$ cat src/rx_timeout_pkg.sv
// shared constants, types and helpers for the receive timeout monitor
package rx_timeout_pkg;

    // ------------------------------------------------------------------
    // register map (byte addresses)
    // ------------------------------------------------------------------
    localparam logic [4:0] PRESCALER_OFFSET   = 5'h00;
    localparam logic [4:0] COUNTER_OFFSET     = 5'h04;
    localparam logic [4:0] FILTER_OPT_OFFSET  = 5'h08;
    localparam logic [4:0] STOP_MASK_OFFSET   = 5'h0C;
    localparam logic [4:0] COMMAND_OFFSET     = 5'h10;
    localparam logic [4:0] STATUS_OFFSET      = 5'h14;
    localparam logic [4:0] TIMER_VALUE_OFFSET = 5'h18;

    // ------------------------------------------------------------------
    // field positions
    // ------------------------------------------------------------------
    localparam int AND_OR_SELECT_BIT   = 0;
    localparam int CS_MASK_BIT         = 0;
    localparam int SYNC_MASK_BIT       = 1;
    localparam int PREAMBLE_MASK_BIT   = 2;
    localparam int ABORT_CMD_BIT       = 0;
    localparam int STAT_RUNNING_BIT    = 0;
    localparam int STAT_STOPPED_BIT    = 1;
    localparam int STAT_EXPIRED_BIT    = 2;
    localparam int STAT_CS_BIT         = 3;
    localparam int STAT_SYNC_BIT       = 4;
    localparam int STAT_PREAMBLE_BIT   = 5;
    localparam int VALUE_PRESC_LSB     = 8;

    // ------------------------------------------------------------------
    // reset values
    // ------------------------------------------------------------------
    localparam logic [7:0] PRESCALER_RESET     = 8'h01;
    localparam logic [7:0] COUNTER_RESET       = 8'h00;
    localparam logic       AND_OR_SELECT_RESET = 1'b1;
    localparam logic [2:0] STOP_MASK_RESET     = 3'h0;

    // ------------------------------------------------------------------
    // timing: base tick of the timeout timer
    // ------------------------------------------------------------------
    localparam int CLK_PERIOD_NS = 25;
    localparam int TICK_NS       = 1000;
    localparam int TICK_CYCLES   = (TICK_NS + CLK_PERIOD_NS - 1) / CLK_PERIOD_NS;

    // ------------------------------------------------------------------
    // axi responses
    // ------------------------------------------------------------------
    localparam logic [1:0] RESP_OKAY   = 2'h0;
    localparam logic [1:0] RESP_SLVERR = 2'h2;

    // ------------------------------------------------------------------
    // types
    // ------------------------------------------------------------------
    typedef struct packed {
        logic [7:0] prescaler;
        logic [7:0] counter;
        logic       and_or_select;
        logic [2:0] stop_mask;
    } timeout_cfg_t;

    typedef struct packed {
        logic cs_valid;
        logic sync_quality_valid;
        logic preamble_quality_valid;
    } quality_t;

    typedef enum logic [1:0] {
        TMR_IDLE,
        TMR_COUNT,
        TMR_HALTED,
        TMR_EXPIRED
    } timer_state_t;

    // stop condition from masks, select bit and indicators
    function automatic logic stop_condition(input timeout_cfg_t cfg, input quality_t q);
        logic [2:0] ind;
        logic [2:0] m;
        ind = {q.preamble_quality_valid, q.sync_quality_valid, q.cs_valid};
        m   = cfg.stop_mask;
        if (m == 3'h0) begin
            stop_condition = cfg.and_or_select;
        end else if (cfg.and_or_select == 1'b0) begin
            stop_condition = ((ind & m) == m);
        end else begin
            stop_condition = ((ind & m) != 3'h0);
        end
    endfunction

endpackage

$ cat src/sync3.sv
// three-stage synchroniser with agreement filter for asynchronous inputs
`timescale 1ns/1ps
module sync3 #(
    parameter int WIDTH = 1
) (
    input  wire logic             core_clk_i,  // core clock
    input  wire logic             sys_rst_i,   // synchronous reset, active high
    input  wire logic [WIDTH-1:0] async_i,     // asynchronous inputs
    output logic      [WIDTH-1:0] sync_o       // filtered, synchronised outputs
);

    logic [WIDTH-1:0] meta_r;
    logic [WIDTH-1:0] stage2_r;
    logic [WIDTH-1:0] stage3_r;

    always_ff @(posedge core_clk_i) begin
        if (sys_rst_i) begin
            meta_r   <= '0;
            stage2_r <= '0;
            stage3_r <= '0;
        end else begin
            meta_r   <= async_i;
            stage2_r <= meta_r;
            stage3_r <= stage2_r;
        end
    end

    // output follows once stages two and three agree
    genvar g;
    generate
        for (g = 0; g < WIDTH; g++) begin : g_bit
            always_ff @(posedge core_clk_i) begin
                if (sys_rst_i) begin
                    sync_o[g] <= 1'b0;
                end else if (stage2_r[g] == stage3_r[g]) begin
                    sync_o[g] <= stage3_r[g];
                end
            end
        end
    endgenerate

endmodule

$ cat src/rx_timeout_stop_logic.sv
// receive window timeout timer with quality-based stop and axi4-lite registers
//
// Decided for this implementation: the AXI4-Lite slave port and the register addresses.
`timescale 1ns/1ps

module rx_timeout_stop_logic
    import rx_timeout_pkg::*;
#(
    parameter int TICK_DIV = TICK_CYCLES
) (
    input  wire logic        core_clk_i,               // core clock, 40 MHz
    input  wire logic        sys_rst_i,                // synchronous reset, active high
    input  wire logic        rx_active_i,              // receive state, same clock
    input  wire logic        cs_valid_i,               // carrier sense valid, async
    input  wire logic        sync_quality_valid_i,     // sync quality valid, async
    input  wire logic        preamble_quality_valid_i, // preamble quality valid, async
    output logic             rx_abort_o,               // abort reception pulse
    output logic             packet_discard_o,         // discard packet pulse
    output logic             abort_command_o,          // software abort pulse
    output logic             timer_running_o,          // timer counting
    output logic             timer_stopped_o,          // timer halted by stop condition
    input  wire logic [4:0]  s_axi_awaddr,             // write address
    input  wire logic        s_axi_awvalid,            // write address valid
    output logic             s_axi_awready,            // write address ready
    input  wire logic [31:0] s_axi_wdata,              // write data
    input  wire logic [3:0]  s_axi_wstrb,              // write strobes
    input  wire logic        s_axi_wvalid,             // write data valid
    output logic             s_axi_wready,             // write data ready
    output logic [1:0]       s_axi_bresp,              // write response
    output logic             s_axi_bvalid,             // write response valid
    input  wire logic        s_axi_bready,             // write response ready
    input  wire logic [4:0]  s_axi_araddr,             // read address
    input  wire logic        s_axi_arvalid,            // read address valid
    output logic             s_axi_arready,            // read address ready
    output logic [31:0]      s_axi_rdata,              // read data
    output logic [1:0]       s_axi_rresp,              // read response
    output logic             s_axi_rvalid,             // read data valid
    input  wire logic        s_axi_rready              // read data ready
);

    // ------------------------------------------------------------------
    // configuration and state
    // ------------------------------------------------------------------
    timeout_cfg_t cfg_r;
    quality_t     quality;
    logic [2:0]   quality_sync;
    timer_state_t state_r;
    timer_state_t state_nxt;
    logic [7:0]   count_r;
    logic [7:0]   presc_cnt_r;
    logic         expired_flag_r;
    logic         expire_evt;
    logic         stop_now;
    logic         tick_r;
    logic [$clog2(TICK_DIV+1)-1:0] div_cnt_r;

    // ------------------------------------------------------------------
    // indicator synchronisers
    // ------------------------------------------------------------------
    sync3 #(
        .WIDTH (3)
    ) u_sync (
        .core_clk_i (core_clk_i),
        .sys_rst_i  (sys_rst_i),
        .async_i    ({preamble_quality_valid_i, sync_quality_valid_i, cs_valid_i}),
        .sync_o     (quality_sync)
    );

    assign quality = '{cs_valid:               quality_sync[0],
                       sync_quality_valid:     quality_sync[1],
                       preamble_quality_valid: quality_sync[2]};

    // masks, select and indicators combine per the stop table
    assign stop_now = stop_condition(cfg_r, quality);

    // ------------------------------------------------------------------
    // base tick divider
    // ------------------------------------------------------------------
    always_ff @(posedge core_clk_i) begin
        if (sys_rst_i || state_r == TMR_IDLE) begin
            div_cnt_r <= '0;
            tick_r    <= 1'b0;
        end else if (div_cnt_r == ($clog2(TICK_DIV+1))'(TICK_DIV - 1)) begin
            div_cnt_r <= '0;
            tick_r    <= 1'b1;
        end else begin
            div_cnt_r <= div_cnt_r + 1'b1;
            tick_r    <= 1'b0;
        end
    end

    // ------------------------------------------------------------------
    // timeout state machine
    // ------------------------------------------------------------------
    assign expire_evt = (state_r == TMR_COUNT) && tick_r && !stop_now &&
                        (presc_cnt_r == cfg_r.prescaler) && (count_r == 8'h01);

    always_comb begin
        state_nxt = state_r;
        case (state_r)
            TMR_IDLE: begin
                if (rx_active_i) begin
                    state_nxt = TMR_COUNT;
                end
            end
            TMR_COUNT: begin
                if (!rx_active_i) begin
                    state_nxt = TMR_IDLE;
                end else if (stop_now) begin
                    state_nxt = TMR_HALTED;
                end else if (expire_evt) begin
                    state_nxt = TMR_EXPIRED;
                end
            end
            TMR_HALTED: begin
                // stays halted; software abort leaves receive otherwise
                if (!rx_active_i) begin
                    state_nxt = TMR_IDLE;
                end
            end
            TMR_EXPIRED: begin
                if (!rx_active_i) begin
                    state_nxt = TMR_IDLE;
                end
            end
            default: state_nxt = TMR_IDLE;
        endcase
    end

    always_ff @(posedge core_clk_i) begin
        if (sys_rst_i) begin
            state_r <= TMR_IDLE;
        end else begin
            state_r <= state_nxt;
        end
    end

    // window length = counter x (prescaler + 1) base ticks
    always_ff @(posedge core_clk_i) begin
        if (sys_rst_i) begin
            count_r     <= 8'h00;
            presc_cnt_r <= 8'h00;
        end else if (state_r == TMR_IDLE) begin
            count_r     <= cfg_r.counter;
            presc_cnt_r <= 8'h00;
        end else if (state_r == TMR_COUNT && tick_r && !stop_now && count_r != 8'h00) begin
            if (presc_cnt_r == cfg_r.prescaler) begin
                presc_cnt_r <= 8'h00;
                count_r     <= count_r - 8'h01;
            end else begin
                presc_cnt_r <= presc_cnt_r + 8'h01;
            end
        end
    end

    // ------------------------------------------------------------------
    // outputs
    // ------------------------------------------------------------------
    always_ff @(posedge core_clk_i) begin
        if (sys_rst_i) begin
            rx_abort_o       <= 1'b0;
            packet_discard_o <= 1'b0;
        end else begin
            rx_abort_o       <= expire_evt;
            packet_discard_o <= expire_evt;
        end
    end

    always_ff @(posedge core_clk_i) begin
        if (sys_rst_i) begin
            timer_running_o <= 1'b0;
            timer_stopped_o <= 1'b0;
        end else begin
            timer_running_o <= (state_nxt == TMR_COUNT);
            timer_stopped_o <= (state_nxt == TMR_HALTED);
        end
    end

    // ------------------------------------------------------------------
    // axi4-lite write channel
    // ------------------------------------------------------------------
    logic [4:0]  wr_addr_r;
    logic [31:0] wr_data_r;
    logic        wr_strb0_r;
    logic        aw_held_r;
    logic        w_held_r;
    logic        wr_go;
    logic        status_clear;

    assign wr_go        = aw_held_r && w_held_r && !s_axi_bvalid;
    assign status_clear = wr_go && wr_strb0_r && (wr_addr_r == STATUS_OFFSET) &&
                          wr_data_r[STAT_EXPIRED_BIT];

    always_ff @(posedge core_clk_i) begin
        if (sys_rst_i) begin
            s_axi_awready <= 1'b1;
            aw_held_r     <= 1'b0;
            wr_addr_r     <= 5'h00;
        end else if (s_axi_awready && s_axi_awvalid) begin
            s_axi_awready <= 1'b0;
            aw_held_r     <= 1'b1;
            wr_addr_r     <= {s_axi_awaddr[4:2], 2'b00};
        end else if (wr_go) begin
            s_axi_awready <= 1'b1;
            aw_held_r     <= 1'b0;
        end
    end

    always_ff @(posedge core_clk_i) begin
        if (sys_rst_i) begin
            s_axi_wready <= 1'b1;
            w_held_r     <= 1'b0;
            wr_data_r    <= 32'h0000_0000;
            wr_strb0_r   <= 1'b0;
        end else if (s_axi_wready && s_axi_wvalid) begin
            s_axi_wready <= 1'b0;
            w_held_r     <= 1'b1;
            wr_data_r    <= s_axi_wdata;
            wr_strb0_r   <= s_axi_wstrb[0];
        end else if (wr_go) begin
            s_axi_wready <= 1'b1;
            w_held_r     <= 1'b0;
        end
    end

    always_ff @(posedge core_clk_i) begin
        if (sys_rst_i) begin
            s_axi_bvalid <= 1'b0;
            s_axi_bresp  <= RESP_OKAY;
        end else if (wr_go) begin
            s_axi_bvalid <= 1'b1;
            if (wr_addr_r <= TIMER_VALUE_OFFSET) begin
                s_axi_bresp <= RESP_OKAY;
            end else begin
                s_axi_bresp <= RESP_SLVERR;
            end
        end else if (s_axi_bready) begin
            s_axi_bvalid <= 1'b0;
        end
    end

    // configuration registers, low byte lane only
    always_ff @(posedge core_clk_i) begin
        if (sys_rst_i) begin
            cfg_r.prescaler     <= PRESCALER_RESET;
            cfg_r.counter       <= COUNTER_RESET;
            cfg_r.and_or_select <= AND_OR_SELECT_RESET;
            cfg_r.stop_mask     <= STOP_MASK_RESET;
        end else if (wr_go && wr_strb0_r) begin
            if (wr_addr_r == PRESCALER_OFFSET) begin
                cfg_r.prescaler <= wr_data_r[7:0];
            end else if (wr_addr_r == COUNTER_OFFSET) begin
                cfg_r.counter <= wr_data_r[7:0];
            end else if (wr_addr_r == FILTER_OPT_OFFSET) begin
                cfg_r.and_or_select <= wr_data_r[AND_OR_SELECT_BIT];
            end else if (wr_addr_r == STOP_MASK_OFFSET) begin
                cfg_r.stop_mask <= wr_data_r[2:0];
            end
        end
    end

    // software abort pulse
    always_ff @(posedge core_clk_i) begin
        if (sys_rst_i) begin
            abort_command_o <= 1'b0;
        end else begin
            abort_command_o <= wr_go && wr_strb0_r && (wr_addr_r == COMMAND_OFFSET) &&
                               wr_data_r[ABORT_CMD_BIT];
        end
    end

    // sticky expiry flag, set wins over clear
    always_ff @(posedge core_clk_i) begin
        if (sys_rst_i) begin
            expired_flag_r <= 1'b0;
        end else if (expire_evt) begin
            expired_flag_r <= 1'b1;
        end else if (status_clear) begin
            expired_flag_r <= 1'b0;
        end
    end

    // ------------------------------------------------------------------
    // axi4-lite read channel
    // ------------------------------------------------------------------
    logic [4:0] rd_addr;

    assign rd_addr = {s_axi_araddr[4:2], 2'b00};

    always_ff @(posedge core_clk_i) begin
        if (sys_rst_i) begin
            s_axi_arready <= 1'b1;
        end else if (s_axi_arready && s_axi_arvalid) begin
            s_axi_arready <= 1'b0;
        end else if (s_axi_rvalid && s_axi_rready) begin
            s_axi_arready <= 1'b1;
        end
    end

    always_ff @(posedge core_clk_i) begin
        if (sys_rst_i) begin
            s_axi_rvalid <= 1'b0;
            s_axi_rdata  <= 32'h0000_0000;
            s_axi_rresp  <= RESP_OKAY;
        end else if (s_axi_arready && s_axi_arvalid) begin
            s_axi_rvalid <= 1'b1;
            s_axi_rresp  <= RESP_OKAY;
            s_axi_rdata  <= 32'h0000_0000;
            if (rd_addr == PRESCALER_OFFSET) begin
                s_axi_rdata[7:0] <= cfg_r.prescaler;
            end else if (rd_addr == COUNTER_OFFSET) begin
                s_axi_rdata[7:0] <= cfg_r.counter;
            end else if (rd_addr == FILTER_OPT_OFFSET) begin
                s_axi_rdata[AND_OR_SELECT_BIT] <= cfg_r.and_or_select;
            end else if (rd_addr == STOP_MASK_OFFSET) begin
                s_axi_rdata[2:0] <= cfg_r.stop_mask;
            end else if (rd_addr == COMMAND_OFFSET) begin
                s_axi_rdata <= 32'h0000_0000;
            end else if (rd_addr == STATUS_OFFSET) begin
                s_axi_rdata[STAT_RUNNING_BIT]  <= (state_r == TMR_COUNT);
                s_axi_rdata[STAT_STOPPED_BIT]  <= (state_r == TMR_HALTED);
                s_axi_rdata[STAT_EXPIRED_BIT]  <= expired_flag_r;
                s_axi_rdata[STAT_CS_BIT]       <= quality.cs_valid;
                s_axi_rdata[STAT_SYNC_BIT]     <= quality.sync_quality_valid;
                s_axi_rdata[STAT_PREAMBLE_BIT] <= quality.preamble_quality_valid;
            end else if (rd_addr == TIMER_VALUE_OFFSET) begin
                s_axi_rdata[7:0]                  <= count_r;
                s_axi_rdata[VALUE_PRESC_LSB +: 8] <= presc_cnt_r;
            end else begin
                s_axi_rresp <= RESP_SLVERR;
            end
        end else if (s_axi_rready) begin
            s_axi_rvalid <= 1'b0;
        end
    end

endmodule

$ cat config.mk
export PLATFORM = sky130hd
export DESIGN_NAME = rx_timeout_stop_logic
export DESIGN_NICKNAME = d
export VERILOG_FILES = /design/src/rx_timeout_pkg.sv /design/src/sync3.sv /design/src/rx_timeout_stop_logic.sv
export SDC_FILE = /design/constraint.sdc
export NUM_CORES = 1
export LEC_CHECK = 0
export ABC_AREA = 0
export ABC_CLOCK_PERIOD_IN_PS = 2140
export BUFFER_PORTS_ARGS = -buffer_cell sky130_fd_sc_hd__buf_2
export CAP_MARGIN = 20
export CORE_AREA = 2 2 99 101
export CTS_CLUSTER_DIAMETER = 40
export DETAILED_ROUTE_END_ITERATION = 7
export DIE_AREA = 0 0 101 103
export PLACE_DENSITY = 0.74
export SLEW_MARGIN = 20
export SYNTH_ARGS = -nofsm -noshare
export SYNTH_HDL_FRONTEND = slang
export SYNTH_SLANG_ARGS = --single-unit
$ cat constraint.sdc
create_clock -name core_clk_i -period 2.14 [get_ports core_clk_i]
set_input_delay 0.214 -clock core_clk_i [delete_from_list [all_inputs] [get_ports core_clk_i]]
set_output_delay 0.214 -clock core_clk_i [all_outputs]
set_load 0.1 [all_outputs]
After elaboration in Yosys (flattened, before gate mapping):

Cells that the tools add are included.

* add/sub/neg operators: 3
* reduce and logical (&&, ||, !) cells: 41
* bitwise operators: 4
* order comparisons: 1
* equality and inequality tests: 23
* muxes and demuxes: 55

Operator list (number)
* $mux 16: 10
* $mux 8: 7
* $mux 2: 13
* $mux 24: 1
* $mux 1: 18
* $logic_and 1x1->1: 16
* $reduce_bool 2->1: 8
* $eq 3x3->1 const B: 5
* $mux 15: 1
* $mux 13: 1
* $eq 3x2->1 const B: 4
* $logic_not 5->1: 2
* $mux 10: 1
* $add 8x1->8 const B: 1
* $eq 8x1->1 const B: 1
* $eq 8x8->1: 1
* $reduce_bool 8->1: 1
* $sub 8x1->8 const B: 1
* $add 6x1->6 const B: 1
* $eq 2x2->1 const B: 3
* $eq 3x1->1 const B: 2
* $eq 6x6->1 const B: 1
* $mux 6: 1
* $pmux 2 s3: 1
* 17 further kinds: 26

* logic and storage cells: 160
* input port bits: 57
* output and inout port bits: 46
* bits in registers: 117

Logic depth before layout (Yosys ltp):

Gate-level depths: netlist of run 1.

* depth in word-level cells: 16
* mapped depth: 8
* gate-level depth less buffers: 7

Modules after synthesis:

From an unflattened synthesis of run 1, not the netlist that was laid out.

* cell total of the unflattened synthesis: 502
* area, all modules: 4439.3 sq um

Modules (own cells, without submodules)
* rx_timeout_stop_logic: seq. area each 1741.7 sq um, area each 4051.4 sq um, times used 1, cells each 471
* sync3: seq. area each 240.2 sq um, area each 387.9 sq um, times used 1, cells each 31

Worst setup path after synthesis of run 1:

Ideal clock, no wire load.

* path type: register -> register
* start: register s_axi_bvalid
* end: register cfg_r[12] (netlist name)
* clock period less this slack: 2335 ps
* slack: -195 ps
* stages on the path, launching flop included: 6
* data arrival time: 2216 ps
* cell sequence: dfxtp_1 -> and3b_1 -> nand2_1 -> nor4_2 -> nor2b_1 -> a211o_1

* word-level cells in the longest chain between the ends: 4

RTL lines
* start: declaration: line rx_timeout_stop_logic.sv:30 `output logic s_axi_bvalid,`
* start signal: assignment: line rx_timeout_stop_logic.sv:228 `s_axi_bvalid <= 1'b0;`
* start signal: assignment: line rx_timeout_stop_logic.sv:231 `s_axi_bvalid <= 1'b1;`
* start signal: assignment: line rx_timeout_stop_logic.sv:238 `s_axi_bvalid <= 1'b0;`
* $logic_not 1->1: line rx_timeout_stop_logic.sv:190 `assign wr_go = aw_held_r && w_held_r && !s_axi_bvalid;`
* $logic_and 1x1->1: line rx_timeout_stop_logic.sv:190
* $logic_and 1x1->1: line rx_timeout_stop_logic.sv:249 `end else if (wr_go && wr_strb0_r) begin`
* $reduce_and 2->1 (no source line)
* end: declaration: line rx_timeout_stop_logic.sv:44 `timeout_cfg_t cfg_r;`

No other way between the ends.
A chain may end at the register's enable or synchronous reset.

Final worst setup path of run 1:

* start: register cfg_r[1] (netlist name)
* end: register count_r[4]

* word-level cells in the longest chain between the ends: 9
* elaborated cells on any way between the ends: 11
* classes of those cells: eq/ne (1); mux (2); bitwise (1); reduce/logical (7)

RTL lines
* $and 3x3->3: line rx_timeout_pkg.sv:84, rx_timeout_pkg.sv:86
* $eq 3x3->1 or $reduce_bool 3->1 (tied branches): line rx_timeout_pkg.sv:84, rx_timeout_pkg.sv:86
* $mux 1: line rx_timeout_pkg.sv:83 `end else if (cfg.and_or_select == 1'b0) begin`
* $mux 1 *: line rx_timeout_pkg.sv:81 `if (m == 3'h0) begin`
* $logic_not 1->1 *: line rx_timeout_stop_logic.sv:146 `end else if (state_r == TMR_COUNT && tick_r && !stop_now && count_r != 8'h00) begin`
* $logic_and 1x1->1 * (2 in series): line rx_timeout_stop_logic.sv:146
* $reduce_bool 2->1 (no source line) *
* $reduce_and 2->1 (no source line) *
* end signal: assignment: line rx_timeout_stop_logic.sv:144 `count_r <= cfg_r.counter;`
* end signal: assignment: line rx_timeout_stop_logic.sv:149 `count_r <= count_r - 8'h01;`
* end: declaration: line rx_timeout_stop_logic.sv:49 `logic [7:0] count_r;`

Every way passes the cells marked *; elsewhere a longest branch is shown, timed or not.

==> run metrics, run 1 <==
Setup crit end kind flop; drt via density 5.65; Placed Area approximately 4800 um^2; layout cells sized above 1 between 20% and 30%; H-tree depth 3; synth warn 0; final setup margin -55.4 ps; largest fanout on the critical path 5; CP Class flop to flop; First DRT Iteration DRCs around 300; core area ~9500 um^2; Clk Latency, worst-skew pair 370 ps; total grt overflow 0; Initial Util 45.9%; Fin Clk Skew approximately 10 ps; Post-DRT Antenna Nets 0; Slowest cell on crit path a2111o_1; failing checks setup timing; required time worst endpoint roughly 2400 ps; die area ~10,000 um^2; max_slew headroom around 57%; unrepaired setup endpoints after global routing yes; max incr delay on CP 540 ps; DRC errors left 0; top post-synthesis cells by area dfxtp_1 46%, nor2_1 5.1%, mux2i_1 4.6%; Yosys cell types slightly below 60; Gate power share 13.9%; number of enable flip-flop cells after synthesis 0; worst vdd ir approximately 500 uV; total net switching power 1110 uW; clock transition at the registers of the reported paths 90 ps; post-route cell area about 5300 um^2; outcome finished, violations left; mapped cell area about 4300 um^2; clock buffer depth 2; Mapped Avg Cell Area between 8 and 9 um^2; CTS tree done; sequential area share after synthesis 45.6%; final wirelength 10,500 um; root buffer cell clkbuf_8; top cell type's share of synthesized area a little under half; LEAKAGE between 0.002 and 0.0025 uW; # hold bufs at CTS 0; worst path cell trace buf_6, a222oi_1, nand3_1, a2111o_1, buf_4, mux2_2, a211oi_1; Total GRT Usage between 20% and 30%; Die Span X about 100 um; Tot Pwr a little under 4000 uW; sequential fraction of design power between 40% and 50%; first drt pass iteration count 7; final setup vio count 3; Final Non-Filler Cells 686; Clock Power Share between 30% and 40%; Synth area leader dfxtp_1; HP Class input pin to flop; placed instance count 660; Final HPWL DP 7490 um; largest net degree at the start of global routing 38; final hold vios 0; Tmin final between 2000 and 2500 ps; DR vias 3,874; actual slew at the worst max-slew pin ~650 ps; vias in the first global route roughly 3,600; Max Cap Viol 0; Mapped Cells ~490; CTS Buf Count 9; Final GP Congestion about 0.9; area grow syn2layout 21.0%; first-pass GRT wire length roughly 17,000 um; Max Slew Vio Count 0; nets roughly 630; Sw Ratio about 28%; Internal Power roughly 2800 uW; Sink Count around 100; dpl ws -76.1 ps; Setup TNS -135 ps; Primary FF master, synth dfxtp_1; crit start category flop; # diodes 0; f_max about 0.46 GHz; Die Height slightly above 100 um; pwr/cell area ~750 nW/um^2; Rows 36; Synth Register Bits just under 100; port bufs 53; Tcrit/Tclk final 103%; ys async rst share 0%; Avg WL per Cell 15.3 um; Critical Path AT about 2500 ps; initial antenna violation count 0; Ports slightly above 100
[layout by cell type (no fill, tap or decap), types with 4 or more instances in the layout]
master,count
dfxtp_2,5
nor2_1,59
or4_1,4
conb_1,18
nand4_1,6
a211oi_1,5
a21oi_1,32
xor2_1,6
dfxtp_1,94
or3_1,4
clkbuf_8,10
o211ai_1,4
nor2b_1,14
nand2_1,45
o21ai_0,14
a22oi_1,11
inv_1,7
xnor2_1,10
nand3_1,15
ha_1,5
mux2i_1,20
buf_4,35
nor3_1,9
nand2b_1,8
buf_2,53
mux2_2,6
[flip-flops by register name (all words and copies together) (netlist names), 2 cells and up]
| signal | flops |
|---|---|
| count_r | 8 |
| s_axi_rdata | 16 |
| presc_cnt_r | 8 |
| u_sync.stage2_r | 3 |
| u_sync.sync_o | 3 |
| div_cnt_r | 6 |
| u_sync.meta_r | 3 |
| cfg_r | 20 |
| u_sync.stage3_r | 3 |
| state_r | 2 |
| wr_data_r | 8 |
| wr_addr_r | 3 |
[what timing repair did]
| action | CTS | global route |
|---|---|---|
| gates cloned | 0 | 1 |
| endpoints found under the hold margin | 0 | 0 |
| setup buffers | 6 | 5 |
| pin swaps | 6 | 8 |
| setup endpoints to repair | 16 | 18 |
| gates resized for setup | 6 | 19 |
[worst max-delay path, delay by kind of cell, from the launching register on]
family          cells  cell delay [ps]
buf+inv             2              290
compound gates      3             1030
simple gates        1              200
mux                 1              260
flops               1              330
[power groups by stage]
| stage | sequential [uW] | combinational [uW] | clock, uW |
|---|---|---|---|
| floorplan | 2100 | 325 | 0 |
| detailed placement | 1980 | 532 | 0 |
| global placement | 1970 | 525 | 0 |
| CTS | 1940 | 534 | 1480 |
| global route | 1940 | 577 | 1550 |
| finish | 1940 | 544 | 1440 |
[logic make-up (layout without fill, tap and decap cells)]
kind of cell | count (synthesis) | count (layout) | share of synthesized area, %
AND/OR/NAND/NOR | 189 | 189 | 21.3
AO/OA/AOI/OAI | 101 | 101 | 15.4
flip-flops | 99 | 99 | 45.6
multiplexers | 27 | 27 | 6.68
other | 1 | 18 | 0.0863
buffers and inverters | 53 | 117 | 6.25
XOR/XNOR | 16 | 16 | 3.22
adder cells (fa/ha/maj) | 5 | 5 | 1.44
[metrics by stage]
stage,hold slack [ps],utilization [%]
global placement,419,51.1
global route,55.6,55.6
detailed placement,426,51.1
floorplan,342,-
finish,58.2,55.6
CTS,42.6,54.4
[synth_stat cells, types with 3 or more instances]
master	instances
ha_1	5
o21ai_0	17
a22oi_1	11
a221oi_1	3
mux2i_1	20
a211oi_1	5
nor2b_1	14
nor2_1	59
and2_1	3
or2_2	3
and3_1	3
o31ai_1	3
nand2b_1	8
inv_1	7
xnor2_1	10
clkbuf_1	26
dfxtp_1	99
mux2_2	6
nand4_1	6
or4_1	4
buf_4	19
a22o_1	3
nor3_1	11
nand3_1	15
or3_1	4
o211ai_1	4
nand2_1	46
xor2_1	6
a21oi_1	33
[area by class of cell]
cell class	instances	area, um^2
fillers	869	4200
well taps	114	143
flip-flops and latches	99	1990
clock inverters	5	108
repair buffers	94	622
clock buffers	11	141
multi-input cells	356	2230
inverters	7	26.3
[per-layer routing]
layer | global-route usage [%] | part of all wire, %
met5 | 0 | 0
met4 | 7.69 | 2.0
met3 | 5.63 | 6.6
met2 | 36.3 | 50
met1 | 23.4 | 42
[path summary, 6_finish.rpt]
| kind | cells past startpoint | slack (ps) | start | end |
|---|---|---|---|---|
| setup / recovery | 7 | -60 | cfg_r[1]$_SDFFE_PP0P_ | count_r[4]$_SDFFE_PP0P_ |
| setup reg to reg | 7 | -60 | cfg_r[1]$_SDFFE_PP0P_ | count_r[4]$_SDFFE_PP0P_ |
| hold reg to reg | 1 | 440 | u_sync.meta_r[0]$_SDFF_PP0_ | u_sync.stage2_r[0]$_SDFF_PP0_ |
| hold / removal | 2 | 60 | sync_quality_valid_i | u_sync.meta_r[1]$_SDFF_PP0_ |
(Power assumes the default switching activity.)
==> inputs of run 2 (changes only) <==
--- a/config.mk
+++ b/config.mk
@@ -13,7 +13,7 @@
 export CTS_CLUSTER_DIAMETER = 40
 export DETAILED_ROUTE_END_ITERATION = 7
 export DIE_AREA = 0 0 101 103
-export PLACE_DENSITY = 0.74
+export PLACE_DENSITY = 0.76
 export SLEW_MARGIN = 20
 export SYNTH_ARGS = -nofsm -noshare
 export SYNTH_HDL_FRONTEND = slang
==> run metrics, run 2 (same netlist as run 1, synthesis figures left out) <==
outcome finished, violations left (unchanged); failing checks setup timing (unchanged); final setup margin -39.3 ps (was -55.4 ps); Tot Pwr 3590 uW (was 3920 uW); commonest non-fill, non-tap cell in the layout dfxtp_1 (unchanged); Die Height 103 um (unchanged); Buf/Inv on CP 1 (was 2); Most flops, register cfg_r (unchanged); area grow syn2layout 16.7% (was 21.0%); largest net degree at the start of global routing 66 (was 38); # hold bufs at CTS 0 (unchanged); Clk Latency, worst-skew pair 380 ps (was 370 ps); core area 9460 um^2 (unchanged); largest fanout on the critical path 6 (was 5); met1 GRT Util 24.9% (was 23.4%); Internal Power 2440 uW (was 2820 uW); Total GRT Usage 19.9% (was 20.4%); Die Span X 101 um (unchanged); nets 619 (was 629); Sw Ratio 32.1% (was 28.2%); Final HPWL DP 7490 um (about the same); First DRT Iteration DRCs 211 (was 299); post-route cell area 5070 um^2 (was 5260 um^2); initial antenna violation count 0 (unchanged); Setup crit end kind flop (unchanged); Max Slew Vio Count 0 (unchanged); FF/Latch Area 1980 um^2 (was 1990 um^2); CTS Buf Count 9 (unchanged); total grt overflow 0 (unchanged); H-tree depth 3 (unchanged); Critical Path AT 2470 ps (about the same); Max Cap Viol 0 (unchanged); Layout fillers 885 (was 869); Slowest cell on crit path a2111o_1 (unchanged); DRC errors left 0 (unchanged); required time worst endpoint 2430 ps (was 2420 ps); Top Registers cfg_r (20), s_axi_rdata (16) (unchanged); dpl ws -51.1 ps (was -76.1 ps); Gate power share 14.9% (was 13.9%); crit start category flop (unchanged); drt via density 5.44 (was 5.65); r2r worst-path depth 6 (was 7); # diodes 0 (unchanged); pwr/cell area 708 nW/um^2 (was 746 nW/um^2); delay-heaviest family, CP compound AO/OA/AOI/OAI gates (unchanged); die area 10,400 um^2 (unchanged); f_max 0.459 GHz (was 0.456 GHz); layout cells sized above 1 22.4% (was 24.3%); GR met2 Demand/Resource 32.7% (was 36.3%); Ports 103 (unchanged); Avg WL per Cell 14.7 um (was 15.3 um); Final GP Congestion 0.914 (was 0.920); max incr delay on CP 490 ps (was 540 ps); final setup vio count 2 (was 3); Clock Power Share 31.3% (was 36.8%); Tcrit/Tclk final 102% (was 103%); actual slew at the worst max-slew pin 607 ps (was 646 ps); Tmin final 2180 ps (was 2200 ps); Crit path depth 6 (was 7); final hold vios 0 (unchanged); clock buffer depth 2 (unchanged); first drt pass iteration count 4 (was 7); root buffer cell clkbuf_8 (unchanged); worst path cell trace buf_6, a222oi_1, nand3_1, a2111o_1, or3_1, a311oi_1 (was buf_6, a222oi_1, nand3_1, a2111o_1, buf_4, mux2_2, a211oi_1); busiest grt layer met2 (unchanged); Hold WS 52.0 ps (was 58.2 ps); port bufs 53 (unchanged); DR vias 3,676 (was 3,874); sequential fraction of design power 53.9% (was 49.3%); multi-input combinational cell area 2220 um^2 (was 2230 um^2); Initial Util 45.9% (unchanged); unrepaired setup endpoints after global routing yes (unchanged); R2R Path Start cfg_r[0]$_SDFFE_PP0P_ (was cfg_r[1]$_SDFFE_PP0P_); r2r endpoint count_r[7]$_SDFFE_PP0P_ (was count_r[4]$_SDFFE_PP0P_); CTS tree done (unchanged); first-pass GRT wire length 16,000 um (was 16,600 um); Worst Setup EP count_r[7]$_SDFFE_PP0P_ (was count_r[4]$_SDFFE_PP0P_); vias in the first global route 3,308 (was 3,558); max_slew headroom 59.4% (was 56.9%); Rows 36 (unchanged); Post-DRT Antenna Nets 0 (unchanged); r2r setup slk -40 ps (was -60 ps); HP Class input pin to flop (unchanged); CP Class flop to flop (unchanged); Critical path origin cfg_r[0]$_SDFFE_PP0P_ (was cfg_r[1]$_SDFFE_PP0P_); Sink Count 99 (unchanged); clock transition at the registers of the reported paths 100 ps (was 90 ps); final wirelength 9960 um (was 10,500 um); max reg flops 20 (unchanged); total net switching power 1150 uW (was 1110 uW); worst vdd ir 443 uV (was 506 uV); Fin Clk Skew 13.3 ps (was 10.5 ps); commonest non-fill, non-tap cells in the layout 97 x dfxtp_1, 59 x nor2_1, 53 x buf_2 (was 94 x dfxtp_1, 59 x nor2_1, 53 x buf_2); LEAKAGE 0.00197 uW (was 0.00206 uW); Placed Area 4830 um^2 (about the same); met3 Usage GRT 4.14% (was 5.63%)
-- run 2: cell types whose count changed in the layout (fill, tap and decap cells not counted), sizes merged --
cell | previous run | this run
buf | 93 | 84
bufinv | 3 | 0
clkbuf | 12 | 9
clkinv | 1 | 3
clkinvlp | 0 | 2
inv | 8 | 9
-- run 2: final cells by class --
cell class | count | area share (%)
Clock buffer | 9 | 2.44
Inverter | 7 | 0.518
Sequential cell | 99 | 39.1
Tap cell | 114 | 2.81
Multi-Input combinational cell | 356 | 43.8
Clock inverter | 7 | 1.18
Timing Repair Buffer | 84 | 10.1
-- run 2: layer usage --
layer	routed length, um	vias to the layer above
met5	0	-
met4	269	0
li1	-	1821
met1	4300	1733
met2	4860	100
met3	522	22
-- run 2: power groups by stage --
stage	combinational, uW	sequential, uW	clock, uW
floorplan	325	2100	0
global placement	524	1970	0
detailed placement	531	1980	0
CTS	533	1930	1140
global route	571	1940	1220
finish	535	1930	1120
-- run 2: repair_timing --
action	4_1_cts	5_1_grt
setup endpoints to repair	13	18
gates resized for setup	6	8
setup buffers	1	0
hold endpoints to repair	0	0
pin swaps	5	2
-- run 2: worst min path at each step --
stage,startpoint,end,slack [ps],depth (start not counted)
detailed placement,u_sync.meta_r[2]$_SDFF_PP0_,u_sync.stage2_r[2]$_SDFF_PP0_,420,1
global placement,u_sync.meta_r[1]$_SDFF_PP0_,u_sync.stage2_r[1]$_SDFF_PP0_,420,1
CTS,cs_valid_i,u_sync.meta_r[0]$_SDFF_PP0_,40,2
finish,cs_valid_i,u_sync.meta_r[0]$_SDFF_PP0_,50,2
global route,cs_valid_i,u_sync.meta_r[0]$_SDFF_PP0_,50,2
floorplan,cs_valid_i,u_sync.meta_r[0]$_SDFF_PP0_,340,1
-- run 2: metrics by stage --
stage | utilization (%) | cells | setup TNS (ps)
floorplan | - | 508 | 0
global placement | 51.0 | 659 | -46.0
detailed placement | 51.0 | 659 | -136
CTS | 53.2 | 676 | -60.5
global route | 53.6 | 676 | -975
finish | 53.6 | 676 | -42.3
